[config.mk]
export PLATFORM = sky130hd
export DESIGN_NAME = vid444_link
export DESIGN_NICKNAME = d
export VERILOG_FILES = /design/src/core/vid444_pkg.sv /design/src/core/vid444_link.sv
export SDC_FILE = /design/constraint.sdc
export NUM_CORES = 1
export LEC_CHECK = 0
export ABC_CLOCK_PERIOD_IN_PS = 14510
export BUFFER_PORTS_ARGS = -buffer_cell sky130_fd_sc_hd__clkbuf_2
export CAP_MARGIN = 40
export CELL_PAD_IN_SITES_DETAIL_PLACEMENT = 1
export CELL_PAD_IN_SITES_GLOBAL_PLACEMENT = 2
export CORE_UTILIZATION = 41
export DETAILED_ROUTE_END_ITERATION = 8
export PLACE_DENSITY_LB_ADDON = 0.1
export REMOVE_ABC_BUFFERS = 1
export SLEW_MARGIN = 20
export SYNTH_ARGS = -nofsm -noshare
export SYNTH_HDL_FRONTEND = slang
export SYNTH_SLANG_ARGS = --single-unit
[constraint.sdc]
create_clock -name pclk -period 14.51 [get_ports pclk]
set_input_delay 2.902 -clock pclk [delete_from_list [all_inputs] [get_ports pclk]]
set_output_delay 2.902 -clock pclk [all_outputs]
set_load 0.1 [all_outputs]
[src/core/vid444_pkg.sv]
// Constants shared by the dual-link 4:4:4 video interface.
// Assumes a single 50 MHz register clock; it depends on no other files.
package vid444_pkg;
   // ==========================================================
   // Word values on the link.
   localparam logic [9:0] PRE_ONES  = 10'h3FF;
   localparam logic [9:0] PRE_ZERO  = 10'h000;
   localparam logic [9:0] BLACK_LVL = 10'h040;
   localparam logic [9:0] ZERO_LVL  = 10'h200;
   localparam logic [9:0] WHITE_LVL = 10'h3AC;
   localparam logic [9:0] CLAMP_HI  = 10'h3FB;
   localparam logic [9:0] CLAMP_LO  = 10'h004;
   localparam logic [7:0] TOP_ONES  = 8'hFF;
   localparam logic [7:0] TOP_ZERO  = 8'h00;
   // ==========================================================
   // Word timing in register clocks: one serial bit per clock.
   localparam logic [3:0]  BIT_LAST  = 4'h9;
   localparam logic [3:0]  BIT_PRE   = 4'h8;
   localparam logic [3:0]  CLK_RISE  = 4'h5;
   localparam logic [11:0] MARK_LEN  = 12'h004;
   localparam int          PCLK_MHZ  = 50;
   localparam int          SKEW_NS   = 10;
   localparam int          SKEW_CYC  = ((SKEW_NS * PCLK_MHZ) / 1000 < 1) ? 1 :
                                       (SKEW_NS * PCLK_MHZ) / 1000;
   // ==========================================================
   // Register map and fields.
   localparam logic [7:0]  REG_CTRL   = 8'h00;
   localparam logic [7:0]  REG_ACTIVE = 8'h04;
   localparam logic [7:0]  REG_BLANK  = 8'h08;
   localparam logic [7:0]  REG_STATUS = 8'h0C;
   localparam logic [7:0]  REG_RXSTAT = 8'h10;
   localparam int          CTL_EN     = 0;
   localparam int          CTL_625    = 1;
   localparam int          CTL_YCC    = 2;
   localparam int          CTL_KEY    = 3;
   localparam int          CTL_8BIT   = 4;
   localparam logic [4:0]  CTRL_RST   = 5'h02;
   localparam logic [11:0] ACTIVE_RST = 12'h5A0;
   localparam logic [11:0] BLANK_RST  = 12'h358;
   // ==========================================================
   // Field and vertical blanking line numbers.
   localparam logic [9:0] L625_LAST = 10'h271, L525_LAST = 10'h20D;
   localparam logic [9:0] V625_S1 = 10'h270, V625_E1 = 10'h017;
   localparam logic [9:0] V625_S2 = 10'h137, V625_E2 = 10'h150, F625_2 = 10'h139;
   localparam logic [9:0] V525_E1 = 10'h014, V525_S2 = 10'h108;
   localparam logic [9:0] V525_E2 = 10'h11B, F525_1 = 10'h004, F525_2 = 10'h10A;
   localparam logic [9:0] LINE_FIRST = 10'h001;
   // Receive lane alignment states.
   typedef enum logic [0:0] {ST_HUNT = 1'b0, ST_LOCK = 1'b1} lane_st_t;
endpackage : vid444_pkg

[src/core/vid444_link.sv]
// Dual-link 4:4:4 video sender and serial receiver with an APB register file.
// Assumes pclk at 50 MHz; serial inputs and link clock come from another domain.
`timescale 1ns/1ps
`default_nettype none
module vid444_link (
   // Clock and reset.
   input  wire logic                 pclk,
   input  wire logic                 presetn,
   // APB slave.
   input  wire logic                 psel,
   input  wire logic                 penable,
   input  wire logic                 pwrite,
   input  wire logic [7:0]           paddr,
   input  wire logic [31:0]          pwdata,
   output logic                      pready,
   output logic [31:0]               prdata,
   output logic                      pslverr,
   // Sample source.
   input  wire logic [9:0]           vid_a,
   input  wire logic [9:0]           vid_b,
   output logic                      vid_take,
   // Parallel links.
   output logic [9:0]                par_a_data,
   output logic [9:0]                par_b_data,
   output logic                      par_clk,
   // Serial links out.
   output logic                      ser_a,
   output logic                      ser_b,
   // Serial links in.
   input  wire logic                 rx_lclk,
   input  wire logic                 rx_ser_a,
   input  wire logic                 rx_ser_b,
   // Received stream.
   output logic [9:0]                rx_word_a,
   output logic [9:0]                rx_word_b,
   output logic                      rx_valid,
   output logic [2:0]                rx_fvh,
   output logic                      rx_flag_valid,
   output logic                      rx_dbl_err
);
   import vid444_pkg::*;

   // ==========================================================
   // Helpers.
   // Guard bits from field, vblank and horizontal flags.
   function automatic logic [3:0] guard_of(input logic f, input logic v, input logic h);
      return {v ^ h, f ^ h, f ^ v, f ^ v ^ h};
   endfunction : guard_of

   // Returns corrected {f,v,h} and a double-error bit from bits 9:2.
   function automatic logic [3:0] flag_fix(input logic [7:0] w);
      logic [3:0] syn;
      logic [2:0] fvh;
      logic       dbl;
      syn = w[3:0] ^ guard_of(w[6], w[5], w[4]);
      fvh = w[6:4];
      dbl = 1'b0;
      case (syn)
         4'h0, 4'h1, 4'h2, 4'h4, 4'h8: fvh = w[6:4];
         4'h7: fvh = w[6:4] ^ 3'h4;
         4'hB: fvh = w[6:4] ^ 3'h2;
         4'hD: fvh = w[6:4] ^ 3'h1;
         default: dbl = 1'b1;
      endcase
      return {fvh, dbl};
   endfunction : flag_fix

   // Keeps reserved codes out of the sample range.
   function automatic logic [9:0] clamp(input logic [9:0] s, input logic eight);
      logic [9:0] c;
      c = eight ? {s[9:2], 2'b00} : s;
      if (c[9:2] == TOP_ONES) begin
         c = eight ? {CLAMP_HI[9:2], 2'b00} : CLAMP_HI;
      end else if (c[9:2] == TOP_ZERO) begin
         c = eight ? {CLAMP_LO[9:2], 2'b00} : CLAMP_LO;
      end
      return c;
   endfunction : clamp

   // ==========================================================
   // APB slave with one wait state.
   logic [4:0]  ctrl_r;
   logic [11:0] active_r, blank_r;
   logic [15:0] dbl_cnt_r;
   logic        dbl_stk_r;
   logic [9:0]  line_r;
   logic        field_r, vblank_r;
   logic [1:0]  lock_w;
   logic        apb_wr, apb_hit, dbl_evt;
   logic [31:0] rd_nxt;

   assign apb_wr  = psel & penable & pready & pwrite;
   assign apb_hit = (paddr == REG_CTRL) | (paddr == REG_ACTIVE) | (paddr == REG_BLANK) |
                    (paddr == REG_STATUS) | (paddr == REG_RXSTAT);

   // Read mux; status words show the block's own timing and link state.
   always_comb begin
      case (paddr)
         REG_CTRL:   rd_nxt = {27'h0, ctrl_r};
         REG_ACTIVE: rd_nxt = {20'h0, active_r};
         REG_BLANK:  rd_nxt = {20'h0, blank_r};
         REG_STATUS: rd_nxt = {17'h0, lock_w, dbl_stk_r, field_r, vblank_r, line_r};
         REG_RXSTAT: rd_nxt = {13'h0, rx_fvh, dbl_cnt_r};
         default:    rd_nxt = 32'h0;
      endcase
   end

   // Answer one cycle after the access phase starts.
   always_ff @(posedge pclk or negedge presetn) begin
      if (!presetn) begin
         pready  <= 1'b0;
         prdata  <= 32'h0;
         pslverr <= 1'b0;
      end else begin
         pready  <= psel & penable & ~pready;
         prdata  <= (psel & penable & ~pready & ~pwrite) ? rd_nxt : 32'h0;
         pslverr <= psel & penable & ~pready & ~apb_hit;
      end
   end

   // Writable configuration; takes effect on the completing edge.
   always_ff @(posedge pclk or negedge presetn) begin
      if (!presetn) begin
         ctrl_r   <= CTRL_RST;
         active_r <= ACTIVE_RST;
         blank_r  <= BLANK_RST;
      end else if (apb_wr) begin
         if (paddr == REG_CTRL) ctrl_r <= pwdata[4:0];
         if (paddr == REG_ACTIVE) active_r <= pwdata[11:0];
         if (paddr == REG_BLANK) blank_r <= pwdata[11:0];
      end
   end

   // Double-error monitor; a new error wins over a clearing write.
   always_ff @(posedge pclk or negedge presetn) begin
      if (!presetn) begin
         dbl_cnt_r <= 16'h0;
         dbl_stk_r <= 1'b0;
      end else if (dbl_evt) begin
         dbl_cnt_r <= (apb_wr && paddr == REG_RXSTAT) ? 16'h1 : dbl_cnt_r + 16'h1;
         dbl_stk_r <= 1'b1;
      end else if (apb_wr && paddr == REG_RXSTAT) begin
         dbl_cnt_r <= 16'h0;
         dbl_stk_r <= 1'b0;
      end
   end

   // ==========================================================
   // Transmit raster: word position within the line and line count.
   logic [3:0]  bit_cnt_r;
   logic [11:0] wpos_r, sav_start, act_start, last_pos, rel;
   logic [9:0]  line_nxt;
   logic        load, en, in_eav, in_blank, in_sav, in_act, f_nxt, v_nxt;
   logic [1:0]  slot, midx;
   logic [9:0]  flag_w;
   logic [9:0]  txw_nxt [2];
   logic [9:0]  txw_r   [2];

   assign en        = ctrl_r[CTL_EN];
   assign load      = bit_cnt_r == BIT_LAST;
   assign sav_start = MARK_LEN + blank_r;
   assign act_start = sav_start + MARK_LEN;
   assign last_pos  = act_start + active_r - 12'h001;
   assign in_eav    = wpos_r < MARK_LEN;
   assign in_blank  = !in_eav && wpos_r < sav_start;
   assign in_sav    = !in_eav && !in_blank && wpos_r < act_start;
   assign in_act    = !in_eav && !in_blank && !in_sav;
   assign rel       = in_act ? wpos_r - act_start : wpos_r - MARK_LEN;
   assign slot      = rel[1:0];
   assign midx      = in_eav ? wpos_r[1:0] : 2'(wpos_r - sav_start);
   assign line_nxt  = (line_r == (ctrl_r[CTL_625] ? L625_LAST : L525_LAST)) ?
                      LINE_FIRST : line_r + 10'h001;

   // Flags for the line about to begin, from the system's line table.
   always_comb begin
      if (ctrl_r[CTL_625]) begin
         v_nxt = line_nxt >= V625_S1 || line_nxt < V625_E1 ||
                 (line_nxt >= V625_S2 && line_nxt < V625_E2);
         f_nxt = line_nxt >= F625_2;
      end else begin
         v_nxt = line_nxt < V525_E1 || (line_nxt >= V525_S2 && line_nxt < V525_E2);
         f_nxt = line_nxt >= F525_2 || line_nxt < F525_1;
      end
   end

   // Bit counter free-runs so both links share one word clock.
   always_ff @(posedge pclk or negedge presetn) begin
      if (!presetn) begin
         bit_cnt_r <= 4'h0;
      end else begin
         bit_cnt_r <= load ? 4'h0 : bit_cnt_r + 4'h1;
      end
   end

   // Line advance; field and vblank move only at the line end marker.
   always_ff @(posedge pclk or negedge presetn) begin
      if (!presetn) begin
         wpos_r   <= 12'h0;
         line_r   <= LINE_FIRST;
         field_r  <= 1'b0;
         vblank_r <= 1'b1;
      end else if (!en) begin
         wpos_r <= 12'h0;
      end else if (load) begin
         if (wpos_r == last_pos) begin
            wpos_r   <= 12'h0;
            line_r   <= line_nxt;
            field_r  <= f_nxt;
            vblank_r <= v_nxt;
         end else begin
            wpos_r <= wpos_r + 12'h001;
         end
      end
   end

   // Flag word of the current marker, low two bits zero.
   assign flag_w = {1'b1, field_r, vblank_r, in_eav,
                    guard_of(field_r, vblank_r, in_eav), 2'b00};

   // Next word per link: markers, blanking fill or interleaved samples.
   always_comb begin
      for (int i = 0; i < 2; i++) begin
         if (!en) begin
            txw_nxt[i] = BLACK_LVL;
         end else if (in_eav || in_sav) begin
            case (midx)
               2'h0:    txw_nxt[i] = PRE_ONES;
               2'h3:    txw_nxt[i] = flag_w;
               default: txw_nxt[i] = PRE_ZERO;
            endcase
         end else if (in_blank || (i == 1 && slot[0] && !ctrl_r[CTL_KEY])) begin
            if (slot[0]) begin
               txw_nxt[i] = (i == 1) ? WHITE_LVL : BLACK_LVL;
            end else begin
               txw_nxt[i] = ctrl_r[CTL_YCC] ? ZERO_LVL : BLACK_LVL;
            end
         end else begin
            txw_nxt[i] = clamp((i == 0) ? vid_a : vid_b, ctrl_r[CTL_8BIT]);
         end
      end
   end

   // Sample request, high in the cycle whose edge takes vid_a and, outside key slots, vid_b.
   always_ff @(posedge pclk or negedge presetn) begin
      if (!presetn) begin
         vid_take <= 1'b0;
      end else begin
         vid_take <= en && bit_cnt_r == BIT_PRE && in_act;
      end
   end

   // Word clock: low for the first half word, rising midway.
   always_ff @(posedge pclk or negedge presetn) begin
      if (!presetn) begin
         par_clk <= 1'b0;
      end else begin
         par_clk <= !load && bit_cnt_r >= CLK_RISE - 4'h1;
      end
   end

   // Per link: parallel word, scrambler and NRZI serialiser.
   logic [1:0] ser_w;
   generate
      for (genvar g = 0; g < 2; g++) begin : g_tx
         logic [9:0] sh_r;
         logic [8:0] scr_r;
         logic       nrz_r, sbit;
         assign sbit = sh_r[0] ^ scr_r[3] ^ scr_r[8];
         always_ff @(posedge pclk or negedge presetn) begin
            if (!presetn) begin
               txw_r[g] <= BLACK_LVL;
               sh_r     <= 10'h0;
               scr_r    <= 9'h0;
               nrz_r    <= 1'b0;
            end else begin
               if (load) begin
                  txw_r[g] <= txw_nxt[g];
                  sh_r     <= txw_nxt[g];
               end else begin
                  sh_r <= {1'b0, sh_r[9:1]};
               end
               scr_r <= {scr_r[7:0], sbit};
               nrz_r <= nrz_r ^ sbit;
            end
         end
         assign ser_w[g] = nrz_r;
      end
   endgenerate

   assign par_a_data = txw_r[0];
   assign par_b_data = txw_r[1];
   assign ser_a      = ser_w[0];
   assign ser_b      = ser_w[1];

   // ==========================================================
   // Receive: synchronise link clock and data, sample on its rise.
   logic [2:0] lclk_s;
   logic [1:0] din_s1, din_s2;
   logic       lrise;
   always_ff @(posedge pclk or negedge presetn) begin
      if (!presetn) begin
         lclk_s <= 3'h0;
         din_s1 <= 2'h0;
         din_s2 <= 2'h0;
      end else begin
         lclk_s <= {lclk_s[1:0], rx_lclk};
         din_s1 <= {rx_ser_b, rx_ser_a};
         din_s2 <= din_s1;
      end
   end
   assign lrise = lclk_s[1] & ~lclk_s[2];

   logic [9:0] ln_word [2];
   logic [1:0] ln_vld, ln_fv, ln_dbl;
   logic [2:0] ln_fvh [2];

   generate
      for (genvar g = 0; g < 2; g++) begin : g_rx
         lane_st_t   st_r;
         logic       prev_r, d, bit_o, pre_hit;
         logic [8:0] hist_r;
         logic [29:0] sh_r, sh_nxt;
         logic [3:0] bc_r;
         logic       pend_r;
         logic [3:0] fix;
         assign d       = din_s2[g] ^ prev_r;
         assign bit_o   = d ^ hist_r[3] ^ hist_r[8];
         assign sh_nxt  = {bit_o, sh_r[29:1]};
         assign pre_hit = sh_nxt[9:2] == TOP_ONES && sh_nxt[19:12] == TOP_ZERO &&
                          sh_nxt[29:22] == TOP_ZERO;
         assign fix     = flag_fix(sh_nxt[29:22]);
         always_ff @(posedge pclk or negedge presetn) begin
            if (!presetn) begin
               st_r      <= ST_HUNT;
               prev_r    <= 1'b0;
               hist_r    <= 9'h0;
               sh_r      <= 30'h0;
               bc_r      <= 4'h0;
               pend_r    <= 1'b0;
               ln_word[g] <= 10'h0;
               ln_vld[g] <= 1'b0;
               ln_fv[g]  <= 1'b0;
               ln_dbl[g] <= 1'b0;
               ln_fvh[g] <= 3'h0;
            end else begin
               ln_vld[g] <= 1'b0;
               ln_fv[g]  <= 1'b0;
               ln_dbl[g] <= 1'b0;
               if (lrise) begin
                  prev_r <= din_s2[g];
                  hist_r <= {hist_r[7:0], d};
                  sh_r   <= sh_nxt;
                  bc_r   <= (bc_r == BIT_LAST) ? 4'h0 : bc_r + 4'h1;
                  if (st_r == ST_LOCK && bc_r == BIT_LAST) begin
                     ln_word[g] <= sh_nxt[29:20];
                     ln_vld[g]  <= 1'b1;
                     pend_r     <= 1'b0;
                     if (pend_r) begin
                        ln_fv[g]  <= ~fix[0];
                        ln_dbl[g] <= fix[0];
                        ln_fvh[g] <= fix[3:1];
                     end
                  end
                  if (pre_hit) begin
                     st_r   <= ST_LOCK;
                     bc_r   <= 4'h0;
                     pend_r <= 1'b1;
                  end
               end
            end
         end
         assign lock_w[g] = st_r == ST_LOCK;
      end
   endgenerate

   // Realign lanes: hold each word until its partner arrives.
   logic [9:0] hold_r [2];
   logic [1:0] hv_r;
   logic [1:0] have;
   assign have    = hv_r | ln_vld;
   assign dbl_evt = |ln_dbl;
   always_ff @(posedge pclk or negedge presetn) begin
      if (!presetn) begin
         hold_r[0]     <= 10'h0;
         hold_r[1]     <= 10'h0;
         hv_r          <= 2'h0;
         rx_word_a     <= 10'h0;
         rx_word_b     <= 10'h0;
         rx_valid      <= 1'b0;
         rx_fvh        <= 3'h0;
         rx_flag_valid <= 1'b0;
         rx_dbl_err    <= 1'b0;
      end else begin
         rx_valid <= 1'b0;
         if (&have) begin
            rx_word_a <= ln_vld[0] ? ln_word[0] : hold_r[0];
            rx_word_b <= ln_vld[1] ? ln_word[1] : hold_r[1];
            rx_valid  <= 1'b1;
            hv_r      <= 2'h0;
         end else begin
            for (int i = 0; i < 2; i++) begin
               if (ln_vld[i]) begin
                  hold_r[i] <= ln_word[i];
                  hv_r[i]   <= 1'b1;
               end
            end
         end
         rx_flag_valid <= ln_fv[0];
         if (ln_fv[0]) rx_fvh <= ln_fvh[0];
         rx_dbl_err    <= dbl_evt;
      end
   end
endmodule : vid444_link
`default_nettype wire

==> results.md <==
- CTS root buf: clkbuf_16
- Compound-Gate Fraction of Synth Area: 0.114
- Die H: 201 um
- Sequential-to-total area share from yosys stat: 0.506
- I/O pins: 152
- Clock Latency Late Sink: 540 ps
- R2R cell count: 17
- Synth Register Bits: 326
- Count of cell types in the netlist: 87
- Uppermost layer routed: met4
- Multiplexer area fraction after synthesis: 0.0728
- Min Tclk post-route: 5350 ps
- Area grow syn2layout: 14.6%
- Fin util: 0.479
- VDD IR-drop max: 0.0000946 V
- Num CTS Buffers: 38
- Mean Syn Cell Area: 9.93 sq um
- WP data required: 14940 ps
- Simple-Gate Fraction of Synth Area: 0.179
- CTS tree: built
- Slowest stage delay, CP: 530 ps
- PnR worst setup slack: 9160 ps
- Slew @ Worst Pin: 1100 ps
- CP top delay family: simple AND/OR/NAND/NOR gates
- Nets: 1844
- Final hold viol count: 0
- Hold path cells: 0
- Synth warn: 0
- Post-route insts no fill: 2274
- Dpl hpwl: 29500 um
- Tot GR Track Use: 0.215
- Post-DR wirelength/cell: 18.4 um
- Setup Viol. Count Final: 0
- Most frequent cells in the layout: nand2_1 (337), dfrtp_1 (312), clkbuf_2 (118), nor2_1 (90), o21ai_0 (83)
- Core Footprint: 38700 sq um
- Vias in the first global route: 13000
- ANT cells: 0
- Clk buf depth: 3
- GPL Wtd Cong: 0.819
- Vias: 12100
- Arrival time at the worst endpoint: 5780 ps
- Fmax achieved: 187 MHz
- Wl on met1: 19900 um
- Die extent in x: 201 um
- Detailed Routing Iterations Pass 1: 6
- Clk sink count: 326
- Layout Skew: 14.5 ps
- Post-Syn Instances: 1628
- CP Class: flop to flop
- WL met3: 1120 um
- Buffers & Inverters on Critical Path: 2
- P_leak: 8.83 nW
- Yosys top cell by area: dfrtp_1
- Fin crit share: 0.369
- Largest net degree at the start of global routing: 172
- Largest family of logic cells by synthesized area: simple AND/OR/NAND/NOR gates
- Dpl cell area: 17200 sq um
- Reg-to-reg slack, setup: 9160 ps
- Num rows: 72
- DR DRC count: 0
- Critical Path Fanout Max: 10
- Clock transition at path regs: 60 ps
- Placed cells: 2204
- Share of layout cells above drive strength 1: 0.177
- Post-synth EDFFs: 0
- H-tree levels: 2
- Worst path depth: 17
- Reg2reg end: line_r[9]
- DIE AREA: 40200 sq um
- R2r startpoint: blank_r[2]
- Resize count post-CTS: 0
- Setup TNS: 0 ps
- Dpl ws: 8760 ps
- Critical Path, Cell by Cell: inv_1 > ha_1 > nand4bb_1 > nor3_1 > a21boi_1 > nor2_1 > xnor2_1 > ha_1 > xnor2_1 > a21oi_1 > nor4bb_1 > nor4b_1 > clkbuf_2 > nand4_1 > o2111ai_2 > and2_1 > mux2_4
- Initial antenna violation count: 0
- Worst hold path class: flop to flop
- Hold Crit Start: g_tx[1].scr_r[5]
- Slew margin rel.: 0.269
- PortBufs: 118
- Status: complete, no violations
- MaxCap Viol Count: 0
- Area fraction of the dominant cell type after synthesis: 0.483
- Synth Cell Area: 16200 sq um
- Initial DRC Count: 567
- Final max-slew violation count: 0
- Adder-Cell Fraction of Synth Area: 0.0365
- Asr flop ratio synth: 1.00
- Routed Antenna Nets: 0
- Wirelength, routed: 41900 um
- Worst setup SP type: flop
- Met2 wire len: 20000 um
- Design area: 18500 sq um
- Post-synthesis xor/xnor area fraction: 0.0524
- Crit. End Element: flop
- Unrepaired setup endpoints after global routing: false
- Power per cell area: 122 nW/um^2
- First-pass GRT wire length: 70200 um
- End of the worst hold path: g_tx[1].scr_r[6]
- Dominant synthesized flop cell: dfrtp_1
- Area contributors post-synth: dfrtp_1 (48%), nand2_1 (7.8%), mux2_2 (4.7%)
- Hold_buf cts: 0
- Starting Density: 0.417
- Commonest non-fill, non-tap cell in the layout: nand2_1
- Vias per cell: 5.33
- CP max stage cell: dfrtp_1
- Overflow after GRT: 0
- Setup repair bufs after CTS: 0
==> area by class of cell <==
cell class / count / area [sq um]
fillers: 4315 / 20200
flip-flops and latches: 326 / 8180
multi-input cells: 1164 / 7440
inverters: 59 / 221
clock buffers: 57 / 1130
clock inverters: 9 / 101
well taps: 518 / 648
repair buffers: 141 / 817
==> sequential cells by signal, summed over array words and instances, names as in the netlist, 12 cells and up <==
| name | flops |
|---|---|
| wpos_r | 12 |
| ln_word | 20 |
| g_rx.sh_r | 54 |
| g_tx.scr_r | 18 |
| g_tx.sh_r | 20 |
| blank_r | 12 |
| prdata | 19 |
| g_rx.hist_r | 18 |
| active_r | 12 |
| dbl_cnt_r | 16 |
| hold_r | 20 |
==> routing by layer <==
layer / global-route usage / up-vias
met5: 0 / -
met3: 0.0250 / 48
met1: 0.294 / 6123
met2: 0.361 / 138
met4: 0.0630 / 0
li1: - / 5806
==> cell usage after synthesis, drive strengths merged, types with 4 or more instances <==
library cell  count
a211o             4
a211oi            6
a21bo             4
a21boi            4
a21o             14
a21oi            56
a221o             8
a222oi           12
a22o             11
a22oi             6
a31oi             5
and2             12
and3             23
and4              5
buf              29
clkbuf           62
dfrtp           312
dfstp            14
ha               44
inv              59
mux2             77
mux2i            28
nand2           337
nand2b           11
nand3            36
nand4            20
nor2             91
nor2b            11
nor3             41
nor4             20
nor4b             5
o2111ai           4
o21a              7
o21ai            87
o22ai             6
o311ai            4
o31ai             9
or3               7
xnor2            62
xor2             33
==> per-stage QoR <==
| step | hold slack, ps | power [mW] |
|---|---|---|
| floorplan | 331 | 1.23 |
| global placement | 333 | 1.31 |
| detailed placement | 336 | 1.32 |
| CTS | 348 | 2.29 |
| global route | 355 | 2.37 |
| finish | 345 | 2.26 |
==> how the worst max path moves through the flow <==
stage,start,to
detailed placement,blank_r[2],line_r[9]
global placement,blank_r[2],line_r[9]
global route,blank_r[2],line_r[9]
finish,blank_r[2],line_r[9]
CTS,blank_r[2],line_r[9]
floorplan,paddr[0],blank_r[11]
==> cell families after synthesis <==
group	count (synthesis)
compound gates	271
simple gates	634
xor+xnor	95
other cells	1
buf+inv	150
mux	105
flops	326
fa+ha+maj	46
==> power breakdown <==
part	total, mW	leakage (nW)	switching (mW)	internal (mW)
Clock	0.956	0.608	0.382	0.574
Combinational	0.272	3.97	0.177	0.0950
Sequential	1.03	4.25	0.0547	0.973
(Power assumes the default switching activity.)
